<file path="config.mk">
export PLATFORM = sky130hd
export DESIGN_NAME = mps_sequencer
export DESIGN_NICKNAME = d
export VERILOG_FILES = /design/src/verilog/mps_pkg.sv /design/src/verilog/mps_sequencer.sv
export SDC_FILE = /design/constraint.sdc
export NUM_CORES = 1
export LEC_CHECK = 0
export BUFFER_PORTS_ARGS = -buffer_cell sky130_fd_sc_hd__buf_2
export CORE_UTILIZATION = 51
export CTS_BUF_LIST = sky130_fd_sc_hd__clkbuf_8 sky130_fd_sc_hd__clkbuf_16
export DETAILED_ROUTE_END_ITERATION = 7
export PLACE_DENSITY = 0.8
export SLEW_MARGIN = 20
export SYNTH_ARGS = -nofsm -noshare
export SYNTH_HDL_FRONTEND = slang
export SYNTH_SLANG_ARGS = --single-unit
export TNS_END_PERCENT = 5
</file>
<file path="constraint.sdc">
create_clock -name CLK_I -period 2.1 [get_ports CLK_I]
set_clock_uncertainty 0.05 [all_clocks]
set_input_delay 0 -clock CLK_I [delete_from_list [all_inputs] [get_ports CLK_I]]
set_output_delay 0 -clock CLK_I [all_outputs]
set_load 0.005 [all_outputs]
</file>
<file path="src/verilog/mps_pkg.sv">
// package for the microprogram sequencer: cycle phases, opcodes, vectors
// assumes a single 40 MHz clock domain and a 20-bit microinstruction word
package mps_pkg;
    localparam int INSTR_W = 20;
    localparam int ADDR_W = 16;
    localparam int STACK_DEPTH = 16;
    localparam int STACK_AW = 4;
    localparam int OPCODE_MSB = 19;
    localparam int OPCODE_LSB = 16;
    localparam logic [3:0] OP_JUMP = 4'hb;
    localparam logic [3:0] OP_CALL = 4'ha;
    localparam logic [1:0] DEC_JUMP_CODE = 2'h3;
    localparam logic [1:0] DEC_CALL_CODE = 2'h2;
    localparam logic [ADDR_W-1:0] ADDR_RESET = 16'h0000;
    localparam logic [ADDR_W-1:0] TRAP_VECTOR = 16'h0001;
    localparam logic [INSTR_W-1:0] INSTR_RESET = 20'h00000;
    localparam logic [STACK_AW-1:0] STACK_PTR_RESET = 4'hf;
    typedef enum logic [1:0] {
        PH_START,
        PH_READ,
        PH_EXEC,
        PH_LATCH
    } mps_phase_type;
endpackage : mps_pkg

</file>
<file path="src/verilog/mps_sequencer.sv">
// microinstruction sequencer: fetch, latch, branch decode, return stack, power-up trap
// assumes the ROM word is valid on ROM_DATA_I by the end of the latch phase, where it is sampled
`timescale 1ns/1ps
// Function
// - each machine cycle runs from cycle-start strobe to instruction-latch strobe
// - power-up request drives reset-to-vector and trap-select low at execute strobe
// - active reset-to-vector clears the ROM address counter to zero
// - read phase presents counter address to ROM and pulses ROM read
// - instruction-latch strobe captures the ROM word into the output latch
// - opcode 1011 decodes as unconditional branch
// - jump gives decoder code 3, jump decode, both load halves active
// - both load halves active: counter loads at execute strobe, no count
// - trap-select picks hardwired vector one; that strobe releases reset-to-vector
// - opcode 1010 decodes as subroutine branch to instruction target
// - decoder enabled only while inverted top instruction bit is low
// - call gives decoder code 2, call decode, both load halves active
// - instruction bits 15 to 0 form the branch target
// - call writes counter to stack at cycle start, then decrements stack pointer
// - return stack has sixteen entries and wraps circularly
// - non-branch execute strobe increments counter by one
module mps_sequencer
    import mps_pkg::*;
(
    // clock and reset
    input wire logic CLK_I,
    input wire logic RESET_I,
    // power-up request pin
    input wire logic POWER_UP_VECTOR_REQUEST_I,
    // rom array
    output logic [mps_pkg::ADDR_W-1:0] ROM_ADDR_O,
    output logic ROM_READ_O,
    input wire logic [mps_pkg::INSTR_W-1:0] ROM_DATA_I,
    // strobes and decode state
    output logic CYCLE_START_STROBE_O,
    output logic EXECUTE_STROBE_O,
    output logic INSTR_LATCH_STROBE_O,
    output logic [mps_pkg::INSTR_W-1:0] INSTR_O,
    output logic JUMP_DECODE_N_O,
    output logic CALL_DECODE_N_O,
    output logic TARGET_LOAD_HIGH_N_O,
    output logic TARGET_LOAD_LOW_N_O,
    output logic RESET_TO_VECTOR_N_O,
    output logic TRAP_SELECT_N_O,
    output logic [mps_pkg::STACK_AW-1:0] STACK_PTR_O
);
    import mps_pkg::*;

    mps_phase_type phase;
    logic req_meta, req_sync;
    logic [ADDR_W-1:0] rom_address_counter;
    logic [INSTR_W-1:0] instr;
    logic reset_to_vector_n, trap_select_n;
    logic [ADDR_W-1:0] return_address_stack [STACK_DEPTH];
    logic [STACK_AW-1:0] stack_ptr;
    logic [2:0] dec_code;
    logic vector_sel;
    logic dec_en, jump_decode_n, call_decode_n, load_n;
    logic [ADDR_W-1:0] next_addr;
    logic st_start, st_exec, st_latch;

    function automatic logic [2:0] branch_code(input logic [INSTR_W-1:0] w);
        branch_code = w[OPCODE_MSB-1:OPCODE_LSB];
    endfunction : branch_code

    // pin is asynchronous to the cycle clock
    // reset stands for power being applied, so the request reads active until sampled
    always_ff @(posedge CLK_I or posedge RESET_I) begin
        if (RESET_I) begin
            req_meta <= 1'b1;
            req_sync <= 1'b1;
        end else begin
            req_meta <= POWER_UP_VECTOR_REQUEST_I;
            req_sync <= req_meta;
        end
    end

    // four-phase machine cycle
    always_ff @(posedge CLK_I or posedge RESET_I) begin
        if (RESET_I) begin
            phase <= PH_START;
        end else begin
            case (phase)
                // the counter moves before the read, so a taken branch has no delay slot
                PH_START: phase <= PH_EXEC;
                PH_EXEC: phase <= PH_READ;
                PH_READ: phase <= PH_LATCH;
                PH_LATCH: phase <= PH_START;
                default: phase <= PH_START;
            endcase
        end
    end

    assign st_start = (phase == PH_START);
    assign st_exec = (phase == PH_EXEC);
    assign st_latch = (phase == PH_LATCH);

    // inverted top bit low means top bit high in the true-polarity latch
    assign dec_en = instr[OPCODE_MSB];
    assign dec_code = branch_code(instr);
    assign jump_decode_n = ~(dec_en && instr[OPCODE_MSB-1:OPCODE_LSB] == OP_JUMP[2:0]
        && dec_code == 3'(DEC_JUMP_CODE));
    assign call_decode_n = ~(dec_en && instr[OPCODE_MSB-1:OPCODE_LSB] == OP_CALL[2:0]
        && dec_code == 3'(DEC_CALL_CODE));
    assign load_n = jump_decode_n & call_decode_n;

    // trap-select with reset-to-vector still low chooses the hardwired vector, else instruction bits 15..0
    // trap-select rises at the strobe after reset-to-vector rises; that strobe takes the target
    assign vector_sel = !trap_select_n && !reset_to_vector_n;
    assign next_addr = vector_sel ? TRAP_VECTOR : instr[ADDR_W-1:0];

    always_ff @(posedge CLK_I or posedge RESET_I) begin
        if (RESET_I) begin
            reset_to_vector_n <= 1'b1;
            trap_select_n <= 1'b1;
        end else if (st_exec) begin
            if (req_sync) begin
                reset_to_vector_n <= 1'b0;
                trap_select_n <= 1'b0;
            end else begin
                reset_to_vector_n <= 1'b1;
                if (reset_to_vector_n) begin
                    trap_select_n <= 1'b1;
                end
            end
        end
    end

    // the strobe that releases reset-to-vector loads the vector if a branch decodes, else counts, so the vector is taken once
    always_ff @(posedge CLK_I or posedge RESET_I) begin
        if (RESET_I) begin
            rom_address_counter <= ADDR_RESET;
        end else if (st_exec) begin
            if (req_sync) begin
                rom_address_counter <= ADDR_RESET;
            end else if (!load_n) begin
                rom_address_counter <= next_addr;
            end else begin
                rom_address_counter <= rom_address_counter + 16'h0001;
            end
        end else if (!reset_to_vector_n) begin
            rom_address_counter <= ADDR_RESET;
        end
    end

    always_ff @(posedge CLK_I or posedge RESET_I) begin
        if (RESET_I) begin
            instr <= INSTR_RESET;
        end else if (st_latch) begin
            instr <= ROM_DATA_I;
        end
    end

    // write first, then step down; pointer wraps so overflow is silent
    always_ff @(posedge CLK_I or posedge RESET_I) begin
        if (RESET_I) begin
            stack_ptr <= STACK_PTR_RESET;
        end else if (st_start && !call_decode_n) begin
            stack_ptr <= stack_ptr - 4'h1;
        end
    end

    always_ff @(posedge CLK_I) begin
        if (st_start && !call_decode_n) begin
            return_address_stack[stack_ptr] <= rom_address_counter;
        end
    end

    assign ROM_ADDR_O = rom_address_counter;
    assign ROM_READ_O = (phase == PH_READ);
    assign CYCLE_START_STROBE_O = st_start;
    assign EXECUTE_STROBE_O = st_exec;
    assign INSTR_LATCH_STROBE_O = st_latch;
    assign INSTR_O = instr;
    assign JUMP_DECODE_N_O = jump_decode_n;
    assign CALL_DECODE_N_O = call_decode_n;
    assign TARGET_LOAD_HIGH_N_O = load_n;
    assign TARGET_LOAD_LOW_N_O = load_n;
    assign RESET_TO_VECTOR_N_O = reset_to_vector_n;
    assign TRAP_SELECT_N_O = trap_select_n;
    assign STACK_PTR_O = stack_ptr;

    a_cycle_order: assert property (@(posedge CLK_I) disable iff (RESET_I)
        st_start |=> st_exec ##1 ROM_READ_O ##1 st_latch ##1 st_start)
        else $error("machine cycle out of order");
    a_trap_entry: assert property (@(posedge CLK_I) disable iff (RESET_I)
        st_exec && req_sync |=> !reset_to_vector_n && !trap_select_n)
        else $error("power-up request did not set trap");
    a_counter_clear: assert property (@(posedge CLK_I) disable iff (RESET_I)
        (!reset_to_vector_n && !st_exec) || (st_exec && req_sync)
        |=> rom_address_counter == ADDR_RESET)
        else $error("counter not cleared by reset-to-vector");
    a_read_addr: assert property (@(posedge CLK_I) disable iff (RESET_I)
        ROM_READ_O |=> $stable(ROM_ADDR_O) && st_latch)
        else $error("rom address moved during read phase");
    a_latch_capture: assert property (@(posedge CLK_I) disable iff (RESET_I)
        st_latch |=> instr == $past(ROM_DATA_I))
        else $error("instruction not latched");
    a_jump_decode: assert property (@(posedge CLK_I) disable iff (RESET_I)
        instr[19:16] == 4'hb |-> !jump_decode_n && !TARGET_LOAD_HIGH_N_O && !TARGET_LOAD_LOW_N_O)
        else $error("jump not decoded");
    a_call_decode: assert property (@(posedge CLK_I) disable iff (RESET_I)
        instr[19:16] == 4'ha |-> !call_decode_n && !TARGET_LOAD_HIGH_N_O)
        else $error("call not decoded");
    a_branch_load: assert property (@(posedge CLK_I) disable iff (RESET_I)
        st_exec && !req_sync && reset_to_vector_n && !load_n
        |=> rom_address_counter == $past(instr[15:0]))
        else $error("branch target not loaded");
    a_vector_load: assert property (@(posedge CLK_I) disable iff (RESET_I)
        st_exec && !req_sync && !reset_to_vector_n && !load_n
        |=> rom_address_counter == TRAP_VECTOR)
        else $error("trap vector not loaded");
    a_counter_step: assert property (@(posedge CLK_I) disable iff (RESET_I)
        st_exec && !req_sync && load_n
        |=> rom_address_counter == $past(rom_address_counter) + 16'h0001)
        else $error("counter did not increment");
    a_stack_step: assert property (@(posedge CLK_I) disable iff (RESET_I)
        st_start && !call_decode_n |=> stack_ptr == $past(stack_ptr) - 4'h1)
        else $error("stack pointer not decremented");

    c_power_up: cover property (@(posedge CLK_I) disable iff (RESET_I)
        !trap_select_n ##[1:20] trap_select_n);
    c_jump: cover property (@(posedge CLK_I) disable iff (RESET_I) st_exec && !jump_decode_n);
    c_call: cover property (@(posedge CLK_I) disable iff (RESET_I) st_start && !call_decode_n);
    c_wrap: cover property (@(posedge CLK_I) disable iff (RESET_I)
        st_start && !call_decode_n && stack_ptr == 4'h0);
endmodule : mps_sequencer

</file>
## After elaboration in Yosys (flattened, before gate mapping)

Index checks and enable logic that the tools add are counted.

- Equality and inequality tests: 6
- Reduce and logical (&&, ||, !) cells: 11
- $add $sub $neg: 2
- Mux-type cells: 9
- Bitwise operators: 3

Operator list:

| operator | number |
|---|---|
| two-way mux 16 bit | 5 |
| adder 16 x 1 -> 16 bit (second input constant) | 1 |
| case mux 2 bit (4 select lines) | 1 |
| == test 3 x 2 -> 1 bit (second input constant) | 2 |
| logical AND 1 bit | 6 |
| == test 2 bit (second input constant) | 2 |
| subtractor 4 x 1 -> 4 bit (second input constant) | 1 |
| two-way mux 1 bit | 3 |
| == test 2 x 1 -> 1 bit (second input constant) | 1 |
| logical NOT 1 bit | 2 |
| logical NOT 2 bit | 1 |
| inequality test 2 bit (second input constant) | 1 |
| inverter 1 bit | 2 |
| AND reduction 2 bit | 1 |
| nonzero test 2 bit | 1 |
| bitwise AND 1 bit | 1 |

- Input port bits: 23
- Register bits after elaboration: 46
- Word-level logic and storage cells: 39

## Logic depth before layout (Yosys ltp)

- Depth after elaboration: 8
- Gate-level depth with buffers: 8

## Worst setup path before layout

No wires, ideal clock.

- Path kind: register to register
- From: register phase[0]
- To: register rom_address_counter[15] (netlist: ROM_ADDR_O[15])
- Path buffers: 2
- Arrival time: 1.466 ns
- Clock period less this slack: 1.642 ns
- Library setup time: 0.126 ns
- Required time: 1.924 ns
- Stages on the path, launching flop included: 9
- Setup slack: 0.458 ns
- Cells stage by stage: dfrtp_1 > inv_1 > ha_1 > nand2b_1 > buf_2 > nor2_2 > buf_2 > a221o_1 > o311a_1

- Longest elaborated chain between the ends: 2
- Elaborated cells between the ends (all ways): 3
- Those cells by class: eq/ne (2); mux (1)

RTL lines:

| what | RTL line | source |
|---|---|---|
| from (decl) | mps_sequencer.sv:48 | `mps_phase_type phase;` |
| from (signal assigned) | mps_sequencer.sv:80 | `phase <= PH_START;` |
| from (signal assigned) | mps_sequencer.sv:84 | `PH_START: phase <= PH_EXEC;` |
| from (signal assigned) | mps_sequencer.sv:85 | `PH_EXEC: phase <= PH_READ;` |
| == test 2 bit (*) | mps_sequencer.sv:94 | `assign st_exec = (phase == PH_EXEC);` |
| net EXECUTE_STROBE_O | mps_sequencer.sv:35 | `output logic EXECUTE_STROBE_O,` |
| inequality test 2 bit (no line) / two-way mux 16 bit (equally long branches) | - |  |
| to (signal assigned) | mps_sequencer.sv:136 | `rom_address_counter <= next_addr;` |
| to (signal assigned) | mps_sequencer.sv:138 | `rom_address_counter <= rom_address_counter + 16'h0001;` |
| to (decl) | mps_sequencer.sv:50 | `logic [ADDR_W-1:0] rom_address_counter;` |

The timed path passes the listed nets; every way through them passes the cells marked *.
A chain may end at the register's enable or synchronous reset.

## Worst setup path in the final report

- From: register phase[0]
- To: register rom_address_counter[5] (netlist: ROM_ADDR_O[5])

- Longest elaborated chain between the ends: 2
- Elaborated cells between the ends (all ways): 3
- Those cells by class: eq/ne (2); mux (1)

RTL lines:

| what | RTL line |
|---|---|
| == test 2 bit (*) | mps_sequencer.sv:94 |
| inequality test 2 bit (no line) / two-way mux 16 bit (equally long branches) | - |

Mark *: on every way between the ends. The rest lies on a longest branch, timed or not.

==> flow_summary.toml <==
[critical_path]
crit_path_end_kind = "flop"
worstSetupPathType = "flop to flop"
startpoint = "phase[0]$_DFF_PP0_"
start_kind = "flop"
r2r_start = "phase[0]$_DFF_PP0_"
reg2reg_depth = 6
crit_required_ps = 2290
worstPathMaxFanout = 7
arrival_ps = 2060

[clock_tree]
cts_sinks = 46
clockRootBuffer = "clkbuf_8"
path_clk_slew_ps = 90
cts-buffers-inserted = 5
clkLatencyLatePin_ps = 300
clk_path_buf_depth = 2
cts_tree = "done"
postCtsSetupBuffers = 0
htreeDepth = 2

[detailed_routing]
vias = 2046
detail-route-antenna-nets = 0
post_drt_wl_per_cell_um = 15.5
via_per_inst = 5.80
route.detailed.drc = 0
initialDrtViolationCount = 138
wl_um = 5480
dr.pass1.iters = 4

[floorplan]
dieHeight_um = 69.4
coreArea_sq_um = 4350
die_w_um = 69.4
placementRows = 24
ios = 73
initial_utilization = 0.531
dieArea_sq_um = 4810

[final_layout]
n_fill_cell = 337
n_antenna_cell = 0
nNetsFinal = 329
area_delta_synth_final_pct = 31.9
layout.cells.non_filler = 353
multi_input_area_sq_um = 1070
drive_gt1_frac = 0.435
ff_latch_area_sq_um = 1160
layout_common_cells = "72 x buf_2, 38 x dfrtp_1, 22 x dlygate4sd3_1, 20 x mux2_2, 12 x o21ai_0"
layout_commonest_cell = "buf_2"

[synth]
netlist.area_leader.share = 0.411
synth_warnings = 0
async_flop_share = 1.00
synth_nets = 230
synth_top_area_cell = "dfrtp_1"
ys_types = 51
ys_seq_area_frac = 0.502
synth-seq-cells = 46
synth_cells = 201
syn_area_per_cell_sq_um = 11.5
synth_ff_type = "dfrtp_1"
synth_edf_count = 0
ys_top_cells_by_area = "dfrtp_1 41%, mux2_2 9.7%, dfstp_2 9.1%"
synth_area_sq_um = 2310

[sta]
relSlewSlack = 0.619
finalCriticalPeriod_ps = 1870
finalHoldViolations = 0
clock.fmax_mhz = 536
slew_viol_final = 0
fin_setup_tns_ps = 0
fin_ws_ps = 234
tightest_slew_ps = 572
setup_violations = 0
rsz0062_at_grt = "no"
period_share = 0.889
holdWs_ps = 309

[grt]
grt_max_degree = 47
grt_antenna_before_repair = 0
grt_pass1_vias = 2100
track_usage = 0.244
grt-ovfl-total = 0
grt_pass1_wl_um = 9430

[placed_design]
dp_cells = 323
io_buffers = 72
gp_congestion = 0.824
dp_slack_ps = 96.4
dp_hpwl_um = 3660

[hold_path]
hp-start = "POWER_UP_VECTOR_REQUEST_I"
min_path_type = "input port to flop"
min_delay_path_depth = 2

[run_status]
outcome = "complete, no violations"

[power_and_ir_drop]
irDropWorstVdd_uv = 395
cellLeakagePower_nw = 1.48
power.density_nw_per_um2 = 580

[job]
cap_violations = 0
-- repair_timing --
item / in CTS / in global routing
hold buffers: 22 / 0
setup endpoints to repair: 0 / 6
endpoints found under the hold margin: 59 / 0
resized for setup: 0 / 1
-- path summary, 6_finish.rpt --
kind	endpoint	slack, ps
min in group asynchronous	INSTR_O[10]$_DFFE_PP0P_	340
max	ROM_ADDR_O[5]$_DFFE_PP0P_	230
max reg2reg	ROM_ADDR_O[5]$_DFFE_PP0P_	230
max in group asynchronous	ROM_ADDR_O[15]$_DFFE_PP0P_	1260
min	req_meta$_DFF_PP1_	310
min reg2reg	req_sync$_DFF_PP1_	320
-- registers in the layout, summed over array words and instances (netlist names) --
register,cells
INSTR_O,20
ROM_ADDR_O,16
STACK_PTR_O,4
phase,2
RESET_TO_VECTOR_N_O,1
TRAP_SELECT_N_O,1
req_meta,1
req_sync,1
-- routing by layer --
layer	vias up	wire length, um	track usage
met4	0	73	0.0884
met2	74	2740	0.416
met3	7	336	0.0552
li1	952	-	-
met5	-	0	0
met1	1013	2330	0.303
-- cell families (layout without fill, tap and decap cells) --
kind of cell	count (synthesis)	after routing	share of synthesized area
AO/OA/AOI/OAI	43	43	0.133
XOR/XNOR	3	3	0.0114
adder cells (fa/ha/maj)	6	6	0.0324
AND/OR/NAND/NOR	63	63	0.182
flip-flops	46	46	0.502
buffers and inverters	19	119	0.0373
multiplexers	21	21	0.102
-- Yosys cell counts (4+ instances only) --
library cell	instances
dfrtp_1	38
mux2_2	20
o21ai_0	12
nand2_1	11
inv_1	9
dfstp_2	8
nor2_1	7
ha_1	6
a221o_1	5
nand2b_1	5
nand4_1	5
nor4_1	5
clkbuf_1	4
nand3_1	4
nor3_1	4
o22ai_1	4
-- area by class of cell --
type,instances,area share
inverter,10,0.0123
clock buffer,5,0.0226
tap,52,0.0213
multi-input combinational,136,0.350
timing repair buffer,101,0.207
clock inverter,3,0.00574
sequential,46,0.380
-- per-stage QoR --
stage	area (sq um)	util	power, W
final	3050	0.701	0.00177
after global routing	3050	0.701	0.00185
after CTS	3050	0.700	0.00179
after detailed placement	2740	0.630	0.00123
after global placement	2740	0.630	0.00122
after floorplan	2310	-	0.00113
-- power by group --
group / switching (W) / internal (W) / total, W
logic: 0.000109 / 0.000133 / 0.000242
clock network: 0.000301 / 0.000230 / 0.000532
registers: 0.0000424 / 0.000956 / 0.000998
total: 0.000452 / 0.00132 / 0.00177
-- critical path, stage by stage, from the launching register on --
cell and delay (ps):
dfrtp_1 410, inv_1 90, ha_1 260, nor2b_1 310
nand2_1 220, nor4_1 320, a221o_1 160
(Power assumes the default switching activity.)
